--- config.mk ---
export PLATFORM = sky130hd
export DESIGN_NAME = cswt_timer
export DESIGN_NICKNAME = d
export VERILOG_FILES = /design/src/core/cswt_timer.v
export VERILOG_INCLUDE_DIRS = /design/src /design/src/core
export SDC_FILE = /design/constraint.sdc
export NUM_CORES = 1
export LEC_CHECK = 0
export ABC_AREA = 1
export BUFFER_PORTS_ARGS = -buffer_cell sky130_fd_sc_hd__buf_2
export CORE_MARGIN = 3
export CORE_UTILIZATION = 50
export DETAILED_ROUTE_END_ITERATION = 16
export PLACE_DENSITY = 0.7
export SYNTH_ARGS = -nofsm -noshare
export SYNTH_HDL_FRONTEND = slang
export SYNTH_SLANG_ARGS = --single-unit
--- constraint.sdc ---
create_clock -name ref_clk_in -period 3.2 [get_ports ref_clk_in]
set_clock_uncertainty 0.1 [all_clocks]
set_input_delay 0.64 -clock ref_clk_in [delete_from_list [all_inputs] [get_ports ref_clk_in]]
set_output_delay 0.64 -clock ref_clk_in [all_outputs]
set_load 0.01 [all_outputs]
--- src/core/cswt_regs.vh ---
// register map, field layout and timing constants of the cyclic sense/wake timer
`ifndef CSWT_REGS_VH
`define CSWT_REGS_VH

// ----------------------------------------
// register word indices
// ----------------------------------------
`define CSWT_ADDR_TIMER_CTRL 4'h0
`define CSWT_ADDR_WAKE_CTRL 4'h1
`define CSWT_ADDR_MODE_CTRL 4'h2
`define CSWT_ADDR_WAKE_STAT 4'h3
`define CSWT_ADDR_STATUS 4'h4

// ----------------------------------------
// timer control fields
// ----------------------------------------
`define CSWT_PERIOD_LSB 0
`define CSWT_ONTIME_LSB 4
`define CSWT_HSFN_LSB 8
`define CSWT_HSFN_CYCLIC 3'h3
`define CSWT_ON_OFF 3'h0
`define CSWT_ON_0P1MS 3'h1
`define CSWT_ON_HIGH 3'h6
`define CSWT_ON_LOW 3'h7

// ----------------------------------------
// wake control / status bits
// ----------------------------------------
`define CSWT_WC_SENSE_EN 0
`define CSWT_WC_TIMER_EN 1
`define CSWT_WC_OTHER_EN 2
`define CSWT_WS_WAKE_FLAG 0
`define CSWT_WS_LEVEL 1
`define CSWT_WS_TIMER_FLAG 2
`define CSWT_WS_CMD_ERR 3

// ----------------------------------------
// modes
// ----------------------------------------
`define CSWT_MODE_NORMAL 3'h0
`define CSWT_MODE_STOP 3'h1
`define CSWT_MODE_SLEEP 3'h2
`define CSWT_MODE_RESTART 3'h3
`define CSWT_MODE_FAILSAFE 3'h4

// ----------------------------------------
// timing
// ----------------------------------------
`define CSWT_CLK_HZ 40000000
`define CSWT_TICK_US 100
`define CSWT_TICK_CYC (`CSWT_CLK_HZ / 1000000 * `CSWT_TICK_US)
`define CSWT_FILTER_NS 16000
`define CSWT_FILTER_CYC ((`CSWT_FILTER_NS * (`CSWT_CLK_HZ / 1000000) + 999) / 1000)

`endif

--- src/core/cswt_timer.v ---
// cyclic sense and cyclic wake timer with avalon-mm register slave
`timescale 1ns/1ps
`include "cswt_regs.vh"

// Functional notes
// - timer starts once a valid on-time is written, whatever else is set, except in restart or fail-safe mode
// - high-side on for on-time each period; level change in on-time wakes
// - sense wake pulls interrupt low in normal/stop, requests supply wake in sleep
// - first sample after start is only the reference
// - 16us filter after on-time; level must differ and stay stable
// - sense wake sets wake flag (in stop only for on-time 001) and fires even if flag already set
// - level status updated from samples only in normal or stop mode
// - in stop mode flag and level update only for on-time code 001
// - command error set when on-time longer than period
// - on-time write with high-side function 011 starts a learning cycle
// - cyclic sense sole source with timer unset: low-power request goes restart
// - fail-safe turns high-side off and switches to static sensing
// - overcurrent or overtemperature disables high-side, ends cyclic sense
// - timer not cleared on fault shutdown, only in restart or fail-safe mode
// - sleep request with pending wake flags wakes at once via restart
// - high-side overcurrent in sleep with sense sole source leaves sleep
// - cyclic wake interrupts in normal/stop, wakes through restart in sleep
// - cyclic wake interrupt at every on-time start except the first
// - sixteen periods from 10 ms to 1000 s
// - fail-safe disables cyclic functions and clears stored wake events
module cswt_timer #(
	parameter TICK_CYC = `CSWT_TICK_CYC,
	parameter FILTER_CYC = `CSWT_FILTER_CYC
) (
	input wire ref_clk_in,
	input wire rst_n_in,
	input wire [3:0] avs_address_in,
	input wire avs_read_in,
	input wire avs_write_in,
	input wire [31:0] avs_writedata_in,
	input wire [3:0] avs_byteenable_in,
	output reg [31:0] avs_readdata_out,
	output wire avs_waitrequest_out,
	input wire sense_wake_input_in,
	input wire hs_overcurrent_in,
	input wire thermal_shutdown_level_two_in,
	output wire high_side_output_out,
	output wire interrupt_out_n_out,
	output wire main_supply_wake_out,
	output wire restart_request_out
);

	// ----------------------------------------
	// period and on-time lookups in 100us ticks
	// ----------------------------------------
	function [23:0] period_ticks;
		input [3:0] sel;
		begin
			case (sel)
			4'h0: period_ticks = 24'd100;
			4'h1: period_ticks = 24'd200;
			4'h2: period_ticks = 24'd500;
			4'h3: period_ticks = 24'd1000;
			4'h4: period_ticks = 24'd2000;
			4'h5: period_ticks = 24'd5000;
			4'h6: period_ticks = 24'd10000;
			4'h7: period_ticks = 24'd20000;
			4'h8: period_ticks = 24'd50000;
			4'h9: period_ticks = 24'd100000;
			4'ha: period_ticks = 24'd200000;
			4'hb: period_ticks = 24'd500000;
			4'hc: period_ticks = 24'd1000000;
			4'hd: period_ticks = 24'd2000000;
			4'he: period_ticks = 24'd5000000;
			default: period_ticks = 24'd10000000;
			endcase
		end
	endfunction

	function [23:0] on_ticks;
		input [2:0] sel;
		begin
			case (sel)
			3'h1: on_ticks = 24'd1;
			3'h2: on_ticks = 24'd3;
			3'h3: on_ticks = 24'd10;
			3'h4: on_ticks = 24'd100;
			3'h5: on_ticks = 24'd200;
			default: on_ticks = 24'd0;
			endcase
		end
	endfunction

	// ----------------------------------------
	// registers
	// ----------------------------------------
	reg [3:0] period_q;
	reg [2:0] ontime_q;
	reg [2:0] hsfn_q;
	reg sense_en_q;
	reg timer_en_q;
	reg other_en_q;
	reg [2:0] mode_q;
	reg wake_flag_q;
	reg level_q;
	reg timer_flag_q;
	reg cmd_err_q;
	reg int_q;
	reg hs_fault_q;
	reg running_q;
	reg first_q;
	reg ref_valid_q;
	reg ref_level_q;
	reg learn_q;
	reg [23:0] tick_cnt_q;
	reg [11:0] pre_cnt_q;
	reg [9:0] filt_cnt_q;
	reg filt_act_q;
	reg filt_lvl_q;
	reg filt_bad_q;
	reg wake_req_q;
	reg restart_q;
	reg hs_q;
	reg rd_done_q;
	reg static_lvl_q;

	wire wr = avs_write_in;
	wire wr_timer = wr && avs_address_in == `CSWT_ADDR_TIMER_CTRL && avs_byteenable_in[0];
	wire wr_wstat = wr && avs_address_in == `CSWT_ADDR_WAKE_STAT && avs_byteenable_in[0];
	wire wr_mode = wr && avs_address_in == `CSWT_ADDR_MODE_CTRL && avs_byteenable_in[0];
	wire [2:0] new_on = avs_writedata_in[`CSWT_ONTIME_LSB +: 3];
	wire [3:0] new_per = avs_writedata_in[`CSWT_PERIOD_LSB +: 4];
	wire on_valid_new = new_on != `CSWT_ON_OFF && new_on != `CSWT_ON_HIGH && new_on != `CSWT_ON_LOW;
	wire [2:0] new_mode = avs_writedata_in[2:0];
	wire m_norm = mode_q == `CSWT_MODE_NORMAL;
	wire m_stop = mode_q == `CSWT_MODE_STOP;
	wire m_sleep = mode_q == `CSWT_MODE_SLEEP;
	wire sense_mode = hsfn_q == `CSWT_HSFN_CYCLIC && sense_en_q && !hs_fault_q;
	wire tick = pre_cnt_q == TICK_CYC[11:0] - 12'h1;
	wire at_start = running_q && tick && tick_cnt_q == 24'h0;
	wire in_on = running_q && tick_cnt_q < on_ticks(ontime_q);
	wire on_end = running_q && tick && tick_cnt_q == on_ticks(ontime_q) - 24'h1;
	wire fault = hs_overcurrent_in || thermal_shutdown_level_two_in;
	wire upd_ok = m_norm || (m_stop && ontime_q == `CSWT_ON_0P1MS);
	wire filt_done = filt_act_q && filt_cnt_q == FILTER_CYC[9:0] - 10'h1;
	wire sense_hit = filt_done && !filt_bad_q && sense_wake_input_in == filt_lvl_q
		&& ref_valid_q && filt_lvl_q != ref_level_q;
	wire sense_wake = sense_hit && sense_mode && running_q;
	wire cyc_wake = at_start && timer_en_q && !first_q;
	wire sense_only = sense_en_q && hsfn_q == `CSWT_HSFN_CYCLIC && !timer_en_q && !other_en_q;
	// static sensing in fail-safe: any level change wakes
	wire static_wake = mode_q == `CSWT_MODE_FAILSAFE
		&& sense_wake_input_in != static_lvl_q;

	assign avs_waitrequest_out = avs_read_in && !rd_done_q;
	assign high_side_output_out = hs_q;
	assign interrupt_out_n_out = !int_q;
	assign main_supply_wake_out = wake_req_q;
	assign restart_request_out = restart_q;

	// ----------------------------------------
	// read path: one wait cycle, data from flops
	// ----------------------------------------
	always @(posedge ref_clk_in or negedge rst_n_in) begin
		if (!rst_n_in) begin
			avs_readdata_out <= 32'h0;
			rd_done_q <= 1'b0;
		end else begin
			rd_done_q <= avs_read_in && !rd_done_q;
			if (avs_read_in && !rd_done_q) begin
				case (avs_address_in)
				`CSWT_ADDR_TIMER_CTRL: avs_readdata_out <= {21'h0, hsfn_q, 1'b0, ontime_q, period_q};
				`CSWT_ADDR_WAKE_CTRL: avs_readdata_out <= {29'h0, other_en_q, timer_en_q, sense_en_q};
				`CSWT_ADDR_MODE_CTRL: avs_readdata_out <= {29'h0, mode_q};
				`CSWT_ADDR_WAKE_STAT: avs_readdata_out <= {28'h0, cmd_err_q, timer_flag_q,
					level_q, wake_flag_q};
				`CSWT_ADDR_STATUS: avs_readdata_out <= {27'h0, learn_q, ref_level_q, hs_fault_q,
					int_q, running_q};
				default: avs_readdata_out <= 32'h0;
				endcase
			end
		end
	end

	// ----------------------------------------
	// control, timer and sensing
	// ----------------------------------------
	always @(posedge ref_clk_in or negedge rst_n_in) begin
		if (!rst_n_in) begin
			period_q <= 4'h0;
			ontime_q <= 3'h0;
			hsfn_q <= 3'h0;
			sense_en_q <= 1'b0;
			timer_en_q <= 1'b0;
			other_en_q <= 1'b0;
			mode_q <= `CSWT_MODE_NORMAL;
			wake_flag_q <= 1'b0;
			level_q <= 1'b0;
			timer_flag_q <= 1'b0;
			cmd_err_q <= 1'b0;
			int_q <= 1'b0;
			hs_fault_q <= 1'b0;
			running_q <= 1'b0;
			first_q <= 1'b0;
			ref_valid_q <= 1'b0;
			ref_level_q <= 1'b0;
			learn_q <= 1'b0;
			tick_cnt_q <= 24'h0;
			pre_cnt_q <= 12'h0;
			filt_cnt_q <= 10'h0;
			filt_act_q <= 1'b0;
			filt_lvl_q <= 1'b0;
			filt_bad_q <= 1'b0;
			wake_req_q <= 1'b0;
			restart_q <= 1'b0;
			hs_q <= 1'b0;
			static_lvl_q <= 1'b0;
		end else begin
			int_q <= 1'b0;
			wake_req_q <= 1'b0;
			restart_q <= 1'b0;
			hs_q <= sense_mode && in_on && mode_q != `CSWT_MODE_FAILSAFE;
			static_lvl_q <= sense_wake_input_in;
			if (wr && avs_address_in == `CSWT_ADDR_WAKE_CTRL && avs_byteenable_in[0]) begin
				sense_en_q <= avs_writedata_in[`CSWT_WC_SENSE_EN];
				timer_en_q <= avs_writedata_in[`CSWT_WC_TIMER_EN];
				other_en_q <= avs_writedata_in[`CSWT_WC_OTHER_EN];
			end
			if (wr_timer) begin
				period_q <= new_per;
				ontime_q <= new_on;
				hsfn_q <= avs_writedata_in[`CSWT_HSFN_LSB +: 3];
				cmd_err_q <= cmd_err_q || on_ticks(new_on) > period_ticks(new_per);
				running_q <= on_valid_new;
				first_q <= 1'b1;
				ref_valid_q <= 1'b0;
				tick_cnt_q <= 24'h0;
				pre_cnt_q <= 12'h0;
				filt_act_q <= 1'b0;
				learn_q <= on_valid_new
					&& avs_writedata_in[`CSWT_HSFN_LSB +: 3] == `CSWT_HSFN_CYCLIC;
				hs_fault_q <= 1'b0;
			end else if (running_q) begin
				pre_cnt_q <= tick ? 12'h0 : pre_cnt_q + 12'h1;
				if (tick) begin
					if (tick_cnt_q == period_ticks(period_q) - 24'h1) begin
						tick_cnt_q <= 24'h0;
					end else begin
						tick_cnt_q <= tick_cnt_q + 24'h1;
					end
				end
				if (at_start) begin
					first_q <= 1'b0;
				end
			end
			// filter window after each on-time
			if (on_end && !wr_timer) begin
				filt_act_q <= 1'b1;
				filt_cnt_q <= 10'h0;
				filt_lvl_q <= sense_wake_input_in;
				filt_bad_q <= 1'b0;
			end else if (filt_act_q && !wr_timer) begin
				filt_cnt_q <= filt_cnt_q + 10'h1;
				if (sense_wake_input_in != filt_lvl_q) begin
					filt_bad_q <= 1'b1;
				end
				if (filt_done) begin
					filt_act_q <= 1'b0;
					if (!filt_bad_q && sense_wake_input_in == filt_lvl_q && sense_mode) begin
						ref_valid_q <= 1'b1;
						ref_level_q <= filt_lvl_q;
						learn_q <= 1'b0;
						if (upd_ok) begin
							level_q <= filt_lvl_q;
						end
					end
				end
			end
			// wake events
			if (sense_wake) begin
				if (m_norm || m_stop) begin
					int_q <= 1'b1;
				end else if (m_sleep) begin
					wake_req_q <= 1'b1;
					mode_q <= `CSWT_MODE_RESTART;
				end
			end
			if (cyc_wake) begin
				if (m_norm || m_stop) begin
					int_q <= 1'b1;
				end else if (m_sleep) begin
					wake_req_q <= 1'b1;
					mode_q <= `CSWT_MODE_RESTART;
				end
			end
			// fault shutdown keeps the timer running
			if (fault && (m_norm || m_stop || m_sleep) && hsfn_q == `CSWT_HSFN_CYCLIC) begin
				hs_fault_q <= 1'b1;
				if (m_sleep && hs_overcurrent_in && sense_only) begin
					mode_q <= `CSWT_MODE_RESTART;
					wake_req_q <= 1'b1;
				end
			end
			// mode requests
			if (wr_mode) begin
				if ((new_mode == `CSWT_MODE_STOP || new_mode == `CSWT_MODE_SLEEP)
					&& sense_only && !running_q) begin
					mode_q <= `CSWT_MODE_RESTART;
				end else if (new_mode == `CSWT_MODE_SLEEP && (wake_flag_q || timer_flag_q)) begin
					mode_q <= `CSWT_MODE_RESTART;
					wake_req_q <= 1'b1;
				end else begin
					mode_q <= new_mode;
				end
			end
			if (mode_q == `CSWT_MODE_RESTART) begin
				running_q <= 1'b0;
				tick_cnt_q <= 24'h0;
				pre_cnt_q <= 12'h0;
				restart_q <= 1'b1;
				if (!wr_mode) begin
					mode_q <= `CSWT_MODE_NORMAL;
				end
			end
			if (mode_q == `CSWT_MODE_FAILSAFE) begin
				running_q <= 1'b0;
				ontime_q <= `CSWT_ON_OFF;
				hsfn_q <= 3'h0;
				if (static_wake && !wr_mode) begin
					mode_q <= `CSWT_MODE_RESTART;
					wake_req_q <= 1'b1;
				end
			end
			// status flags: set wins over clear
			if (mode_q == `CSWT_MODE_FAILSAFE) begin
				wake_flag_q <= 1'b0;
				timer_flag_q <= 1'b0;
			end else begin
				wake_flag_q <= (sense_wake && upd_ok) || (sense_wake && m_sleep)
					|| (wake_flag_q && !(wr_wstat && avs_writedata_in[`CSWT_WS_WAKE_FLAG]));
				timer_flag_q <= cyc_wake
					|| (timer_flag_q && !(wr_wstat && avs_writedata_in[`CSWT_WS_TIMER_FLAG]));
			end
			if (wr_wstat && avs_writedata_in[`CSWT_WS_CMD_ERR]
				&& !(wr_timer && on_ticks(new_on) > period_ticks(new_per))) begin
				cmd_err_q <= 1'b0;
			end
		end
	end

endmodule

==> flow_metrics.py, run 1 <==
metrics = {
    "setup_path": {
        "reg2reg_setup_slack_ps": 340,
        "crit_path_top_delay_cell": "dfrtp_1",
        "critical_path_required_ps": 3340,
        "worst_ep_arrival_time_ps": 3000,
        "critical_path_startpoint_category": "flop",
        "path_max_fanout": 6,
        "rr_endpoint": "ref_level_q$_DFFE_PN0P_",
        "reg2reg_depth": 19,
        "critical_path_cell_count": 19,
        "critical_path_class": "reg2reg",
        "timing.critical_path.max_delay_family": "simple AND/OR/NAND/NOR gates",
        "critical_path.reg2reg.startpoint": "ontime_q[2]$_DFFE_PN0P_",
        "critical_path_buf_inv_count": 4,
        "critical_path.startpoint": "ontime_q[2]$_DFFE_PN0P_",
        "path_cells": "inv_1 > nand2_1 > inv_1 > nand2_1 > nand2_1 > inv_1 > ha_1 > or2_2 > nand3_1 > nor3_1 > nand3_1 > nor2_1 > nand2_1 > nor2_1 > nand2_1 > nand2_1 > inv_1 > nand2_1 > o21ai_1",
        "worst_setup_path_endpoint": "ref_level_q$_DFFE_PN0P_",
        "cp_common_cell": "nand2_1",
        "critical_path_s_largest_stage_delay_ps": 400,
        "critical_path.endpoint_type": "flop",
    },
    "synthesis": {
        "synth_area_per_cell_um2": 6.866,
        "synthesis.instances": 978,
        "yosys_most_used_dff": "dfrtp_1",
        "synth_seq_cells": 91,
        "async_sr_flop_fraction": 1.000,
        "synth_enable_flop_cells": 0,
        "synth_cell_types": 45,
        "syn_area_um2": 6715,
        "number_of_warnings_printed_during_yosys_synthesis": 0,
        "yosysSeqAreaShare": 0.3391,
    },
    "hold_path": {
        "worst_hold_path_type": "in2async",
    },
    "die": {
        "starting_utilization_of_the_core_area": 0.5215,
        "dieArea_um2": 14860,
        "number_of_placement_rows": 41,
        "die_x_um": 121.9,
        "chipHeight_um": 121.9,
        "core-area_um2": 12880,
        "design.portCount": 84,
    },
    "routing": {
        "final_antenna_net_count": 0,
        "via_count": 6347,
        "wl_um": 16900,
        "vias_per_cell": 5.352,
        "drt-wirelength-per-cell_um": 14.25,
        "drtIter0Drc": 459,
        "remaining_drc_errors": 0,
        "firstDrtPassIters": 5,
    },
    "cells_and_area": {
        "utilization": 0.5668,
        "antenna_cells": 0,
        "layout-area-overhead-vs-synth_pct": 8.683,
        "final_layout_size_suffix_gt1_frac": 0.09073,
        "mostFrequentLayoutCells": "nand2_1 (263), inv_1 (127), dfrtp_1 (91), nor2_1 (79), nand3_1 (68)",
        "fin_nets": 1087,
        "mostFrequentLayoutCell": "nand2_1",
    },
    "clock_tree": {
        "cts.root.buffer_cell": "clkbuf_16",
        "cts_hold_repair.buffers": 0,
        "cts_inserted_buffers": 9,
        "clock_path_buffers": 2,
        "htree_levels": 3,
        "cts_tree": "yes",
        "tritoncts_num_sinks": 91,
        "worst_skew_pair.late_latency_ps": 350,
        "cts.reportedPaths.clkPinSlew_ps": 60,
    },
    "timing": {
        "timing.final.hold_violations": 0,
        "max_slew_margin": 0.5854,
        "slew_viol_final": 0,
        "clock.fmax_mhz": 349.6,
        "worst_slew_pin_slew_ps": 621.9,
        "timing.final.crit_share": 0.8939,
        "finalSetupViolCount": 0,
        "rsz0062_at_grt": "no",
        "post-route-worst-setup-slack_ps": 339.4,
        "fin_crit_ps": 2861,
        "timing.setup.tns_ps": 0,
    },
    "power": {
        "static-leakage-power_nw": 3.753,
        "cellPowerDensity_nw_per_um2": 495.1,
        "peakVddDrop_v": 0.0004257,
    },
    "global_routing": {
        "first_global_vias": 5787,
        "maximum_number_of_pins_on_one_net_before_global_route_repair": 48,
        "globalRouteOverflowTotal": 0,
        "grt_first_pass_wirelength_um": 27970,
        "grt_antenna_before_repair": 0,
        "globalRouteTotalUtil": 0.2353,
    },
    "placement": {
        "place.detailed.hpwl_um": 12670,
        "post-place-ws_ps": 311.4,
        "port-buffer-count": 36,
        "gpl.final_weighted_congestion": 0.9079,
    },
    "outcome": {
        "outcome": "finished clean",
    },
    "job": {
        "maxCapViolCount": 0,
    },
}
[state kept, by name (all words and copies together), names as in the netlist, 3 cells and up]
register	flops
tick_cnt_q	24
filt_cnt_q	10
avs_readdata_out	10
hsfn_q	3
ontime_q	3
period_q	4
pre_cnt_q	12
mode_q	3
[repair_timing]
item / 4_1_cts / 5_1_grt
setup endpoints to repair: 0 / 23
buffers inserted: 0 / 0
gates resized for setup: 0 / 1
endpoints found under the hold margin: 0 / 0
[worst register-to-register path: stages (launching register included)]
cell,delay [ps]
dfrtp_1,400
inv_1,150
nand2_1,170
inv_1,100
nand2_1,80
nand2_1,100
inv_1,50
ha_1,280
or2_2,100
nand3_1,60
nor3_1,220
nand3_1,110
nor2_1,100
nand2_1,60
nor2_1,100
nand2_1,200
nand2_1,140
inv_1,100
nand2_1,70
o21ai_1,60
[power breakdown]
| group | internal (mW) | switching (mW) | total (mW) |
|---|---|---|---|
| registers | 1.25 | 0.0921 | 1.34 |
| clock network | 0.707 | 0.460 | 1.17 |
| logic | 0.383 | 0.726 | 1.11 |
[worst min-delay path by stage]
| stage | endpoint | cells after the start | start |
|---|---|---|---|
| finish | period_q[3]$_DFFE_PN0P_ | 1 | rst_n_in |
| global route | period_q[3]$_DFFE_PN0P_ | 1 | rst_n_in |
| CTS | period_q[3]$_DFFE_PN0P_ | 1 | rst_n_in |
| detailed placement | avs_readdata_out[0]$_DFFE_PN0P_ | 2 | avs_readdata_out[0]$_DFFE_PN0P_ |
| global placement | ref_valid_q$_DFF_PN0_ | 2 | ref_valid_q$_DFF_PN0_ |
| floorplan | avs_readdata_out[0]$_DFFE_PN0P_ | 0 | rst_n_in |
[through the flow]
step | power (mW) | instance area (um^2) | hold WS [ps] | instances
4_1_cts | 3.631 | 7293 | 215.8 | 1186
6_report | 3.614 | 7298 | 199.1 | 1186
2_1_floorplan | 2.202 | 6794 | 244.4 | 999
5_1_grt | 3.858 | 7298 | 236.3 | 1186
3_3_place_gp | 2.441 | 6973 | 364.2 | 1170
3_5_place_dp | 2.451 | 6973 | 365.7 | 1170
[layout make-up]
| type | count | area [um^2] |
|---|---|---|
| Fill cell | 1279 | 5578 |
| Clock inverter | 4 | 73.82 |
| Timing Repair Buffer | 47 | 277.8 |
| Multi-Input combinational cell | 725 | 3699 |
| Inverter | 135 | 509.2 |
| Sequential cell | 91 | 2277 |
| Tap cell | 172 | 215.2 |
| Clock buffer | 12 | 246.5 |
[synth_stat cells (all sizes together) (9+ instances only)]
cell    instances  area [um^2]
a21oi          40        204.0
a31oi           9        56.30
buf            34        261.5
clkbuf         14        52.55
dfrtp          91         2277
ha             31        387.9
inv           134        505.5
nand2         275         1067
nand3          69        350.3
nand4          20        125.1
nor2           86        350.3
nor3           40        200.2
o21ai          55        275.3
o22ai           9        56.30
xor2           20        175.2
[per-layer routing]
metal	up-vias	share of wire	global-route usage
met5	-	0	0
met4	0	0.021	0.07213
met3	34	0.053	0.04178
met2	153	0.46	0.3743
met1	2955	0.46	0.3286
li1	3205	-	-
[cell families (layout without fill, tap and decap cells)]
family,after synthesis,in the layout,share of synthesized area
fa+ha+maj,31,31,0.05776
xor+xnor,22,22,0.02869
simple gates,509,509,0.3307
compound gates,141,141,0.1206
flops,91,91,0.3391
buf+inv,183,198,0.1226
other cells,1,22,0.0005584
(Power assumes the default switching activity.)
==> inputs of run 2 (changes only) <==
Settings changed: CTS_BUF_LIST set to sky130_fd_sc_hd__clkbuf_4.
==> run 2 against run 1 <==
Compared with the run above: design area shrank 2.1%; utilization fell by 1.2 points; global-route usage is 0.31 points lower; worst setup slack worse by 9.7 ps; count of clock-buffer cells in the layout fell by 1; non-clock buffer count unchanged; cell count about the same; sequential share of layout area rose by 0.70 points; sequential power about the same; via count decreased by 0.65%; register-to-register slack hardly changed; wire length is 1.2% lower; critical path type unchanged; critical endpoint unchanged; largest cell class unchanged.
==> flow_metrics.py, run 2 (same netlist as run 1, synthesis figures left out) <==
metrics = {
    "outcome": {
        "outcome": "finished clean",
    },
    "timing": {
        "timing.final.hold_violations": 0,
        "worst_slew_pin_slew_ps": 614.0,
        "rsz0062_at_grt": "no",
        "timing.setup.tns_ps": 0,
        "fin_crit_ps": 2870,
        "max_slew_margin": 0.5906,
        "finalSetupViolCount": 0,
        "clock.fmax_mhz": 348.4,
        "timing.final.crit_share": 0.8970,
        "slew_viol_final": 0,
        "whs_ps": 48.63,
    },
    "clock_tree": {
        "cts_tree": "yes",
        "worst_skew_pair.late_latency_ps": 480,
        "cts_inserted_buffers": 9,
        "clock_path_buffers": 2,
        "htree_levels": 3,
        "post_cts_resized": 0,
        "tritoncts_num_sinks": 91,
        "cts.reportedPaths.clkPinSlew_ps": 150,
        "post-cts-setup-buffers": 0,
        "cts_hold_repair.buffers": 0,
        "cts.root.buffer_cell": "clkbuf_4",
    },
    "cells_and_area": {
        "post-route-cell-area_um2": 7142,
        "mostFrequentLayoutCell": "nand2_1",
        "layout-area-overhead-vs-synth_pct": 6.354,
        "biggestRegsByFlops": "tick_cnt_q (24), pre_cnt_q (12)",
        "fin_nets": 1087,
        "mostFrequentLayoutCells": "nand2_1 (263), inv_1 (127), dfrtp_1 (90), nor2_1 (79), nand3_1 (68)",
        "multi_input_comb_area_um2": 3699,
        "num-fill-cells": 1308,
        "registers.top_by_ff_count": "tick_cnt_q",
        "largest_register_ff_count": 24,
        "final_layout_size_suffix_gt1_frac": 0.09270,
        "seq_area_um2": 2278,
    },
    "routing": {
        "remaining_drc_errors": 0,
        "via_count": 6306,
        "firstDrtPassIters": 4,
        "wl_um": 16690,
        "vias_per_cell": 5.313,
        "drtIter0Drc": 376,
        "final_antenna_net_count": 0,
        "drt-wirelength-per-cell_um": 14.06,
    },
    "global_routing": {
        "globalRouteOverflowTotal": 0,
        "grt_first_pass_wirelength_um": 27700,
        "maximum_number_of_pins_on_one_net_before_global_route_repair": 48,
        "grt_antenna_before_repair": 1,
        "first_global_vias": 5760,
        "globalRouteTotalUtil": 0.2322,
    },
    "die": {
        "die_x_um": 121.9,
        "starting_utilization_of_the_core_area": 0.5215,
        "core-area_um2": 12880,
        "number_of_placement_rows": 41,
        "design.portCount": 84,
        "chipHeight_um": 121.9,
        "dieArea_um2": 14860,
    },
    "placement": {
        "placed_cell_area_um2": 6973,
        "gpl.final_weighted_congestion": 0.9079,
        "place.detailed.hpwl_um": 12670,
        "port-buffer-count": 36,
    },
    "power": {
        "peakVddDrop_v": 0.0003110,
        "cellPowerDensity_nw_per_um2": 444.9,
        "fin_total_pwr_mw": 3.178,
        "static-leakage-power_nw": 3.683,
    },
    "setup_path": {
        "worst_ep_arrival_time_ps": 3140,
        "critical_path.endpoint_type": "flop",
        "critical_path_s_largest_stage_delay_ps": 410,
        "path_max_fanout": 6,
        "cp_common_cell": "nand2_1",
        "critical_path_startpoint_category": "flop",
        "critical_path_class": "reg2reg",
        "crit_path_top_delay_cell": "dfrtp_1",
        "critical_path_required_ps": 3470,
        "path_cells": "inv_1 > nand2_1 > inv_1 > nand2_1 > nand2_1 > inv_1 > ha_1 > or2_2 > nand3_1 > nor3_1 > nand3_1 > nor2_1 > nand2_1 > nor2_1 > nand2_1 > nand2_1 > inv_1 > nand2_1 > o21ai_1",
    },
    "job": {
        "maxCapViolCount": 0,
    },
    "hold_path": {
        "worst_hold_path_type": "in2async",
    },
}
==> run 2: critical path, delay by kind of cell (launching register included) <==
family | cells | cell delay [ps]
adder cells (fa/ha/maj) | 1 | 280
AND/OR/NAND/NOR | 13 | 1500
AO/OA/AOI/OAI | 1 | 70
buffers and inverters | 4 | 400
flip-flops | 1 | 410
==> run 2: worst paths after layout <==
check | start | to | slack [ps] | cells past startpoint
worst max-delay path | ontime_q[2]$_DFFE_PN0P_ | ref_level_q$_DFFE_PN0P_ | 330 | 19
worst min-delay path | rst_n_in | avs_readdata_out[3]$_DFFE_PN0P_ | 50 | 1
worst max register to register | ontime_q[2]$_DFFE_PN0P_ | ref_level_q$_DFFE_PN0P_ | 330 | 19
worst min register to register | avs_readdata_out[3]$_DFFE_PN0P_ | avs_readdata_out[3]$_DFFE_PN0P_ | 400 | 2
max in group asynchronous | rst_n_in | filt_act_q$_DFF_PN0_ | 2270 | 2
min in group ref_clk_in | sense_wake_input_in | static_lvl_q$_DFF_PN0_ | 240 | 1
==> run 2: cell type report <==
type | instances | area share
multi-input combinational | 725 | 0.5179
sequential | 91 | 0.3190
inverter | 135 | 0.07130
timing repair buffer | 47 | 0.03889
tap | 172 | 0.03013
clock buffer | 11 | 0.01156
clock inverter | 5 | 0.01086
antenna | 1 | 0.0003504
==> run 2: report_power, final <==
group	internal, mW	total, mW	switching [mW]	leakage (nW)
registers	1.25	1.34	0.0915	1.21
clock network	0.332	0.736	0.403	0.0885
logic	0.383	1.10	0.722	2.38
==> run 2: layer usage <==
layer  GRT usage  vias up  wire, um
met1      0.3251     2934      7869
met2      0.3709      143      7666
li1            -     3204         -
met3     0.04503       25       841
met5           0        -         0
met4     0.06022        0       315
==> run 2: stage by stage <==
stage | setup slack (ps) | utilization | std cells
2_1_floorplan | 749.6 | - | 999
3_3_place_gp | 326.7 | 0.5415 | 1170
3_5_place_dp | 311.4 | 0.5415 | 1170
4_1_cts | 281.1 | 0.5540 | 1186
5_1_grt | 52.73 | 0.5547 | 1187
6_report | 329.6 | 0.5547 | 1187
==> inputs of run 3 (changes only) <==
Settings changed: GPL_TIMING_DRIVEN set to 0.
==> run 3 against run 2 <==
Compared with the run above: sequential power barely moved; utilization rose by 2.0 points; worst hold slack got worse by 24 ps; first-iteration DRC count rose by 45%; power rose by 2.7%; register-to-register slack got worse by 70 ps; worst setup slack got worse by 70 ps; via count rose by 1.6%; non-clock buffer count rose by 38; sequential cell count did not move.
==> flow_metrics.py, run 3 (same netlist as run 1, synthesis figures left out) <==
metrics = {
    "outcome": {
        "outcome": "finished clean",
    },
    "timing": {
        "fin_crit_ps": 2940,
        "timing.final.hold_violations": 0,
        "finalSetupViolCount": 0,
        "clock.fmax_mhz": 340.1,
        "timing.setup.tns_ps": 0,
        "worst_slew_pin_slew_ps": 842.4,
        "slew_viol_final": 0,
        "rsz0062_at_grt": "no",
        "timing.final.crit_share": 0.9188,
        "max_slew_margin": 0.4239,
    },
    "setup_path": {
        "critical_path_s_largest_stage_delay_ps": 480,
        "critical_path_required_ps": 3500,
        "critical_path_startpoint_category": "flop",
        "worst_ep_arrival_time_ps": 3240,
        "path_cells": "inv_1 > ha_1 > inv_1 > nand2_1 > o211ai_1 > ha_1 > xor2_1 > nand2_1 > nor2_1 > nand2_1 > nor2_1 > nand2_1 > nor2_1 > nand4_1 > nor2_1 > nand2_2 > buf_6 > nand2_1 > nand2_1",
        "cp_common_cell": "nand2_1",
        "critical_path_class": "reg2reg",
        "crit_path_top_delay_cell": "dfrtp_1",
        "path_max_fanout": 10,
        "critical_path.endpoint_type": "flop",
    },
    "clock_tree": {
        "cts_hold_repair.buffers": 0,
        "cts.root.buffer_cell": "clkbuf_4",
        "post_cts_resized": 0,
        "worst_skew_pair.late_latency_ps": 500,
        "cts_tree": "yes",
        "clock_path_buffers": 2,
        "post-cts-setup-buffers": 0,
        "tritoncts_num_sinks": 91,
        "cts_inserted_buffers": 9,
        "cts.reportedPaths.clkPinSlew_ps": 150,
        "htree_levels": 3,
    },
    "cells_and_area": {
        "registers.top_by_ff_count": "tick_cnt_q",
        "antenna_cells": 0,
        "final_layout_size_suffix_gt1_frac": 0.1122,
        "mostFrequentLayoutCell": "nand2_1",
        "fin_nets": 1125,
        "mostFrequentLayoutCells": "nand2_1 (263), inv_1 (127), dfrtp_1 (91), nor2_1 (79), nand3_1 (68)",
        "largest_register_ff_count": 24,
        "post-route-cell-area_um2": 7396,
        "layout-area-overhead-vs-synth_pct": 10.14,
        "biggestRegsByFlops": "tick_cnt_q (24), pre_cnt_q (12)",
    },
    "routing": {
        "wl_um": 17170,
        "drt-wirelength-per-cell_um": 14.03,
        "vias_per_cell": 5.237,
        "via_count": 6410,
        "firstDrtPassIters": 5,
        "drtIter0Drc": 545,
        "remaining_drc_errors": 0,
        "final_antenna_net_count": 0,
    },
    "placement": {
        "placed_cell_area_um2": 7219,
        "port-buffer-count": 36,
        "gpl.final_weighted_congestion": 0.9163,
        "place.detailed.hpwl_um": 13240,
    },
    "die": {
        "die_x_um": 121.9,
        "core-area_um2": 12880,
        "dieArea_um2": 14860,
        "number_of_placement_rows": 41,
        "chipHeight_um": 121.9,
        "design.portCount": 84,
        "starting_utilization_of_the_core_area": 0.5215,
    },
    "global_routing": {
        "globalRouteTotalUtil": 0.2417,
        "grt_antenna_before_repair": 0,
        "globalRouteOverflowTotal": 0,
        "grt_first_pass_wirelength_um": 28950,
        "maximum_number_of_pins_on_one_net_before_global_route_repair": 48,
        "first_global_vias": 6072,
    },
    "power": {
        "static-leakage-power_nw": 3.818,
        "cellPowerDensity_nw_per_um2": 441.2,
        "peakVddDrop_v": 0.0003122,
    },
    "job": {
        "maxCapViolCount": 0,
    },
    "hold_path": {
        "worst_hold_path_type": "in2async",
    },
}
[run 3: metal layers]
| layer | wire length [um] | track usage | share of wire |
|---|---|---|---|
| met5 | 0 | 0 | 0 |
| met4 | 312 | 0.07283 | 0.018 |
| met3 | 905 | 0.04828 | 0.053 |
| met2 | 7905 | 0.3864 | 0.46 |
| met1 | 8049 | 0.3328 | 0.47 |
[run 3: layout make-up]
cell class	instances	area [um^2]
buffer	48	314.1
clock buffer	9	67.56
clock inverter	7	108.9
fill	1289	5480
inverter	135	509.2
multi-input combinational	725	3694
sequential	91	2277
tap	172	215.2
timing repair buffer	37	210.2
[run 3: worst paths after layout]
kind | startpoint | to | slack (ps) | cells past startpoint
setup / recovery | period_q[1]$_DFFE_PN0P_ | tick_cnt_q[9]$_DFFE_PN0P_ | 260 | 19
max in group asynchronous | rst_n_in | filt_lvl_q$_DFFE_PN0N_ | 2340 | 2
min in group ref_clk_in | sense_wake_input_in | static_lvl_q$_DFF_PN0_ | 210 | 1
setup reg to reg | period_q[1]$_DFFE_PN0P_ | tick_cnt_q[9]$_DFFE_PN0P_ | 260 | 19
hold / removal | rst_n_in | high_side_output_out$_DFF_PN0_ | 20 | 1
hold reg to reg | ref_valid_q$_DFF_PN0_ | ref_valid_q$_DFF_PN0_ | 390 | 2
[run 3: through the flow]
step                hold slack, ps    util  std cells  setup slack [ps]  power, mW
global route                 58.59  0.5744       1224             61.51      3.503
floorplan                    244.4       -        999             749.6      2.202
detailed placement           363.5  0.5607       1208             325.3      2.485
finish                       24.86  0.5744       1224             259.9      3.263
global placement             358.9  0.5584       1207             344.8      2.468
CTS                          37.36  0.5744       1224             303.7      3.273
[run 3: worst max-delay path: cells and delay by family (launching register included)]
family	cells	cell delay [ps]
and+or+nand+nor	12	1030
adders and majority gates	2	530
DFF	1	480
buffers and inverters	3	460
xor gates and xnor gates	1	140
AOI/OAI and AO/OA	1	110
[run 3: power breakdown]
| part | switching (mW) | internal, mW |
|---|---|---|
| Clock | 0.452 | 0.328 |
| Combinational | 0.745 | 0.405 |
| Sequential | 0.0884 | 1.24 |
| Total | 1.29 | 1.98 |
